### src/design/bsawc_regs.vh
// constants for the burst sram address and write control front end
`ifndef BSAWC_REGS_VH
`define BSAWC_REGS_VH
`define BSAWC_ADDR_W 20
`define BSAWC_LANES 2
`define BSAWC_SEED_W 2
`define BSAWC_SEED_RST 2'h0
`define BSAWC_STRAP_RST 1'h1
`define BSAWC_ADDR_RST 20'h00000
`define BSAWC_OP_IDLE 2'h0
`define BSAWC_OP_READ 2'h1
`define BSAWC_OP_WRITE 2'h2
`endif

### src/design/bsawc_burst_seq.v
// burst offset generator: linear or interleaved order from a two-bit count
`timescale 1ns/1ps
`default_nettype none
`include "bsawc_regs.vh"
module bsawc_burst_seq (
    input wire [1:0] seedBits,
    input wire [1:0] stepCount,
    input wire interleaveMode,
    output reg [1:0] burstOffset
);
    always @* begin
        if (interleaveMode) begin
            burstOffset = seedBits ^ stepCount;
        end else begin
            burstOffset = seedBits + stepCount;
        end
    end
endmodule // bsawc_burst_seq
`default_nettype wire

### src/design/bsawc_front_end.v
// address capture, burst counter and write decode of the burst sram
`timescale 1ns/1ps
`default_nettype none
`include "bsawc_regs.vh"
// Overview of operation
// - strap low gives linear burst order, high gives interleaved order.
// - address captured when a strobe is low and all chip enables active.
// - on capture the two low address bits seed the burst counter.
// - a lane writes when its select and the lane write enable are low.
// - global write enable low writes every lane regardless of selects.
// - with both strobes low only the processor strobe is acted on.
// - processor strobe ignored when the first chip enable is high.
// - burst address steps on each edge with the advance input low.
// - second enable active high, first and third active low; all needed.
module bsawc_front_end #(
    parameter ADDR_W = `BSAWC_ADDR_W,
    parameter LANES = `BSAWC_LANES
) (
    input wire clk,
    input wire reset_n,
    input wire [ADDR_W-1:0] addrIn,
    input wire procAddrStrobe_n,
    input wire ctrlAddrStrobe_n,
    input wire burstStep_n,
    input wire chipSelFirst_n,
    input wire chipSelSecond,
    input wire chipSelThird_n,
    input wire [LANES-1:0] laneWriteSel_n,
    input wire allLanesWrite_n,
    input wire laneWriteEnable_n,
    input wire burstOrderStrap,
    output reg [ADDR_W-1:0] memAddr_q,
    output reg [LANES-1:0] laneWrite_q,
    output reg [1:0] accessOp_q,
    output reg captured_q
);
    // per lane: global write overrides the lane select
    function laneDecode;
        input laneSel_n;
        input gw_n;
        input bwe_n;
        begin
            if (!gw_n) begin
                laneDecode = 1'h1;
            end else if (!bwe_n) begin
                laneDecode = !laneSel_n;
            end else begin
                laneDecode = 1'h0;
            end
        end
    endfunction

    function chipEnabled;
        input first_n;
        input second;
        input third_n;
        begin
            chipEnabled = !first_n && second && !third_n;
        end
    endfunction

    // controller strobe loses when the processor strobe is also low
    function strobeTaken;
        input proc_n;
        input ctrl_n;
        input first_n;
        reg procOk;
        reg ctrlOk;
        begin
            procOk = !proc_n && !first_n;
            ctrlOk = !ctrl_n && proc_n;
            strobeTaken = procOk || ctrlOk;
        end
    endfunction

    function [1:0] opDecode;
        input [LANES-1:0] lanes;
        begin
            if (|lanes) begin
                opDecode = `BSAWC_OP_WRITE;
            end else begin
                opDecode = `BSAWC_OP_READ;
            end
        end
    endfunction

    wire chipSelected;
    wire startAccess;
    wire continuing;
    wire [LANES-1:0] laneDec;
    wire [1:0] burstOffset;
    wire [ADDR_W-1:0] stepAddr;
    reg [ADDR_W-1:0] baseAddr_q;
    reg [ADDR_W-1:0] baseAddr_d;
    reg [ADDR_W-1:0] memAddr_d;
    reg [1:0] stepCount_q;
    reg [1:0] stepCount_d;
    reg active_q;
    reg active_d;
    reg strap_q;
    reg [LANES-1:0] laneWrite_d;
    reg [1:0] accessOp_d;
    reg captured_d;
    genvar lane;

    assign chipSelected = chipEnabled(chipSelFirst_n, chipSelSecond,
        chipSelThird_n);
    assign startAccess = chipSelected && strobeTaken(procAddrStrobe_n,
        ctrlAddrStrobe_n, chipSelFirst_n);
    // every edge after the first capture counts as a burst edge
    assign continuing = startAccess || active_q;
    // upper bits stay put; only the two-bit offset walks
    assign stepAddr = {baseAddr_q[ADDR_W-1:2], burstOffset};

    generate
        for (lane = 0; lane < LANES; lane = lane + 1) begin : g_lane
            assign laneDec[lane] = laneDecode(laneWriteSel_n[lane],
                allLanesWrite_n, laneWriteEnable_n);
        end
    endgenerate

    bsawc_burst_seq u_seq (
        .seedBits(baseAddr_q[1:0]),
        .stepCount(stepCount_d),
        .interleaveMode(strap_q),
        .burstOffset(burstOffset)
    );

    // two-bit count wraps, so a burst is four words long
    always @* begin
        if (startAccess) begin
            stepCount_d = 2'h0;
        end else if (active_q && !burstStep_n) begin
            stepCount_d = stepCount_q + 2'h1;
        end else begin
            stepCount_d = stepCount_q;
        end
    end

    always @* begin
        baseAddr_d = baseAddr_q;
        active_d = active_q;
        memAddr_d = memAddr_q;
        if (startAccess) begin
            baseAddr_d = addrIn;
            active_d = 1'h1;
            memAddr_d = addrIn;
        end else if (active_q) begin
            memAddr_d = stepAddr;
        end
    end

    // write strobes follow the lane decode on every edge once active_q is set; before that an idle edge clears them
    always @* begin
        captured_d = startAccess;
        if (continuing) begin
            laneWrite_d = laneDec;
            accessOp_d = opDecode(laneDec);
        end else begin
            laneWrite_d = {LANES{1'h0}};
            accessOp_d = `BSAWC_OP_IDLE;
        end
    end

    // strap is meant to be static; resampled each cycle, no glitch guard
    always @(posedge clk) begin
        if (!reset_n) begin
            strap_q <= `BSAWC_STRAP_RST;
        end else begin
            strap_q <= burstOrderStrap;
        end
    end

    always @(posedge clk) begin
        if (!reset_n) begin
            stepCount_q <= `BSAWC_SEED_RST;
        end else begin
            stepCount_q <= stepCount_d;
        end
    end

    // never cleared: no deselect cycle in this front end, a limitation
    always @(posedge clk) begin
        if (!reset_n) begin
            active_q <= 1'h0;
        end else begin
            active_q <= active_d;
        end
    end

    always @(posedge clk) begin
        if (!reset_n) begin
            baseAddr_q <= `BSAWC_ADDR_RST;
        end else begin
            baseAddr_q <= baseAddr_d;
        end
    end

    // held unless captured or stepped
    always @(posedge clk) begin
        if (!reset_n) begin
            memAddr_q <= `BSAWC_ADDR_RST;
        end else begin
            memAddr_q <= memAddr_d;
        end
    end

    always @(posedge clk) begin
        if (!reset_n) begin
            laneWrite_q <= {LANES{1'h0}};
            accessOp_q <= `BSAWC_OP_IDLE;
            captured_q <= 1'h0;
        end else begin
            laneWrite_q <= laneWrite_d;
            accessOp_q <= accessOp_d;
            captured_q <= captured_d;
        end
    end
endmodule // bsawc_front_end
`default_nettype wire

### config.mk
export PLATFORM = sky130hd
export DESIGN_NAME = bsawc_front_end
export DESIGN_NICKNAME = d
export VERILOG_FILES = /design/src/design/bsawc_burst_seq.v /design/src/design/bsawc_front_end.v
export VERILOG_INCLUDE_DIRS = /design/src /design/src/design
export SDC_FILE = /design/constraint.sdc
export NUM_CORES = 1
export LEC_CHECK = 0
export ABC_AREA = 1
export BUFFER_PORTS_ARGS = -buffer_cell sky130_fd_sc_hd__buf_2
export CORE_MARGIN = 4
export CORE_UTILIZATION = 52
export CTS_CLUSTER_SIZE = 30
export DETAILED_ROUTE_END_ITERATION = 8
export PLACE_DENSITY_LB_ADDON = 0.25
export RECOVER_POWER = 25
export SLEW_MARGIN = 40
export SYNTH_ARGS = -nofsm -noshare
export SYNTH_HDL_FRONTEND = slang
export SYNTH_HIERARCHICAL = 1
export SYNTH_SLANG_ARGS = --single-unit
### constraint.sdc
create_clock -name clk -period 2.3 [get_ports clk]
set_input_delay 0.115 -clock clk [delete_from_list [all_inputs] [get_ports clk]]
set_output_delay 0.115 -clock clk [all_outputs]
set_load 0.01 [all_outputs]
==> out/metrics.csv <==
stage,metric,value,unit
outcome,status,completed,
global_routing,met2 usage,32.1,%
power_and_ir_drop,P per Cell Area,668,nW/um^2
global_routing,vias in the first global route,1830,
routing,Vias/cell,5.02,
logic_synthesis,Cells after Synth,284,
routing,DR vias,1947,
power_and_ir_drop,Lkg Pwr,1.27,nW
power_and_ir_drop,clock share of power,31.8,%
critical_path,Required @ worst endpoint,2.49,ns
global_routing,gr busiest metal,met2,
routing,DRC viols,0,
logic_synthesis,syn_nets,318,
final_layout,Final nets,371,
placed_design,gpl congestion,0.774,
clocking,maximum root-to-sink buffer count,2,
logic_synthesis,Unique masters post-synth,22,
sta,min Tclk post-route,1.96,ns
placed_design,"worst slack, placed",0.362,ns
global_routing,first-pass GRT wire length,7800,microns
logic_synthesis,Mean Syn Cell Area,7.64,sq um
final_layout,"Design Area, Final",2530,sq um
routing,First-pass DRT Iterations,4,
placed_design,number of port buffers,57,
global_routing,largest net degree at the start of global routing,44,
flow_run,max-capacitance violation count,0,
routing,"antenna viol nets, final",0,
final_layout,fin util,62.8,%
floorplan,Top-Level Pins,58,
floorplan,row count,23,
sta,RSZ-0062 raised after global routing,no,
sta,actual slew at the worst max-slew pin,0.758,ns
clocking,"Clk Latency, worst-skew pair",0.29,ns
global_routing,met3 Use GR,4.55,%
clocking,clk slew on worst S/H paths,0.08,ns
critical_path,crit end category,register,
critical_path,critical path launch point type,register,
logic_synthesis,Synth Register Bits,49,
min_path,hold wc startpoint,addrIn[1],
global_routing,GR Util met1,22.5,%
global_routing,GRT Resource Usage Total,18.3,%
clocking,Num CTS Buffers,5,
power_and_ir_drop,switching fraction of total power,25.2,%
power_and_ir_drop,Power Total,0.00169,W
global_routing,total gr overflow,0,
power_and_ir_drop,register share of total power,53.7,%
routing,WL per Instance,11.8,microns
critical_path,Arrival @ worst endpoint,2.15,ns
clocking,Root Driver,clkbuf_8,
min_path,Hold/Removal Path Class,in -> reg,
clocking,post-CTS setup buffer count,0,
floorplan,Horiz. Die Dim,72.6,microns
power_and_ir_drop,Comb pwr share,14.5,%
power_and_ir_drop,Int Pwr,0.00126,W
final_layout,n_diodes,0,
final_layout,Syn-to-layout area delta,16.6,%
routing,Total Wirelength,4570,microns
placed_design,dpl hpwl,3090,microns
clocking,CTS tree,yes,
logic_synthesis,Mapped Area,2170,sq um
clocking,post-cts sizing count,0,
sta,Worst Clk Skew,0.00309,ns
sta,FMAX,511,MHz
sta,slew margin rel.,49.4,%
routing,drt first-iter violations,136,
floorplan,die area,5270,sq um
floorplan,CORE AREA,4030,sq um
final_layout,layout cells sized above 1,20.4,%
power_and_ir_drop,Max IR drop VDD,0.414,mV
clocking,cts-stage hold buffer count,1,
critical_path,Crit. Startpoint,active_q,
clocking,# H-tree levels,2,
logic_synthesis,YS warnings,6,
logic_synthesis,register area share after synthesis,45.2,%
critical_path,CP Max Fanout,4,
critical_path,reg-to-reg startpoint,active_q,
sta,fin crit share,85.1,%
floorplan,DIE HEIGHT,72.6,microns
sta,fin worst setup slack,0.343,ns
placed_design,Area after DPL,2440,sq um
sta,Setup TNS Final,0,ns
floorplan,starting density of the core,53.9,%
global_routing,initial antenna violation count,0,
sta,Slew Limit Fails,0,
sta,Final Hold Vio Count,0,
critical_path,WS Path Type,reg -> reg,
clocking,clk sinks,49,
power_and_ir_drop,switching power,0.000426,W
sta,# setup viols final,0,
==> metrics by stage <==
step                      cells  hold slack, ns
after floorplan             284           0.222
after global placement      379           0.300
after detailed placement    379           0.303
after CTS                   388           0.101
after global routing        388           0.110
final                       388          0.0995
==> critical path, stage by stage (launching register included) <==
cell and delay, ns:
dfxtp_1 0.45, inv_1 0.12, o21ai_0 0.16, nand2_1 0.09
nor2_1 0.10, ha_1 0.16, inv_1 0.04, nor2_1 0.10
nand3_1 0.07, nand2_1 0.06, inv_1 0.03, or2_2 0.27
nand2_1 0.06, nand2_1 0.06, inv_1 0.05, nor2_1 0.03
==> Yosys cell counts <==
cell	number	area [sq um]
clkbuf_1	5	18.8
nand2_2	9	56.3
inv_2	1	3.75
nand3b_1	20	150
nand2_1	67	251
nor2_4	1	11.3
buf_6	4	45.0
nor2_1	53	199
nor2_8	2	40.0
or2_2	3	18.8
a21oi_1	20	100
nor3_1	1	5.00
buf_2	4	20.0
inv_1	17	63.8
nand4_1	18	113
dfxtp_1	49	981
nand3_4	1	17.5
o21ai_0	2	10.0
buf_4	3	22.5
nand3_1	2	10.0
ha_1	1	12.5
nand3b_4	1	20.0
==> cells in the final DEF (no fill, tap or decap), drive strengths merged <==
cell type	synthesis	final
a21oi	20	20
buf	11	43
clkbuf	5	25
clkinv	0	1
dfxtp	49	49
dlygate4sd3	0	1
ha	1	1
inv	18	18
nand2	76	76
nand3	3	3
nand3b	21	21
nand4	18	18
nor2	56	56
nor3	1	1
o21ai	2	2
or2	3	3
==> power groups by stage <==
stage	logic, W	clock network (W)	registers [W]
floorplan	0.000155	0	0.000940
global placement	0.000247	0	0.000924
detailed placement	0.000250	0	0.000926
CTS	0.000252	0.000550	0.000906
global route	0.000280	0.000579	0.000911
finish	0.000245	0.000537	0.000907
==> metal layers <==
metal | wire (microns) | vias to the layer above | share of wire, %
li1 | - | 1016 | -
met1 | 2040 | 872 | 45
met2 | 2210 | 55 | 48
met3 | 285 | 4 | 6.2
met4 | 38 | 0 | 0.83
met5 | 0 | - | 0
==> sequential cells by signal, summed over array words and instances, names as in the netlist <==
signal       count
stepCount_q      2
baseAddr_q      20
strap_q          1
captured_q       1
active_q         1
laneWrite_q      2
accessOp_q       2
memAddr_q       20
==> logic make-up (layout without fill, tap and decap cells) <==
kind of cell / Yosys count / after routing / share of synthesized area, %
fa+ha+maj: 1 / 1 / 0.577
simple gates: 178 / 178 / 41.1
compound gates: 22 / 22 / 5.08
flops: 49 / 49 / 45.2
buf+inv: 34 / 88 / 8.02
==> cell type report <==
class                      instances  area (sq um)
fill                             405          1500
multi-input combinational        201          1010
sequential                        49           981
timing repair buffer              62           303
clock buffer                       7          96.3
inverter                          18          67.6
tap                               50          62.6
clock inverter                     1          5.00
==> final timing paths <==
path | endpoint | slack (ns) | cells after the start
setup / recovery | memAddr_q[1] | 0.34 | 15
hold / removal | baseAddr_q[1] | 0.1 | 3
setup reg to reg | memAddr_q[1] | 0.34 | 15
hold reg to reg | baseAddr_q[11] | 0.47 | 2
Note: power is estimated with default switching activity, not from simulation.
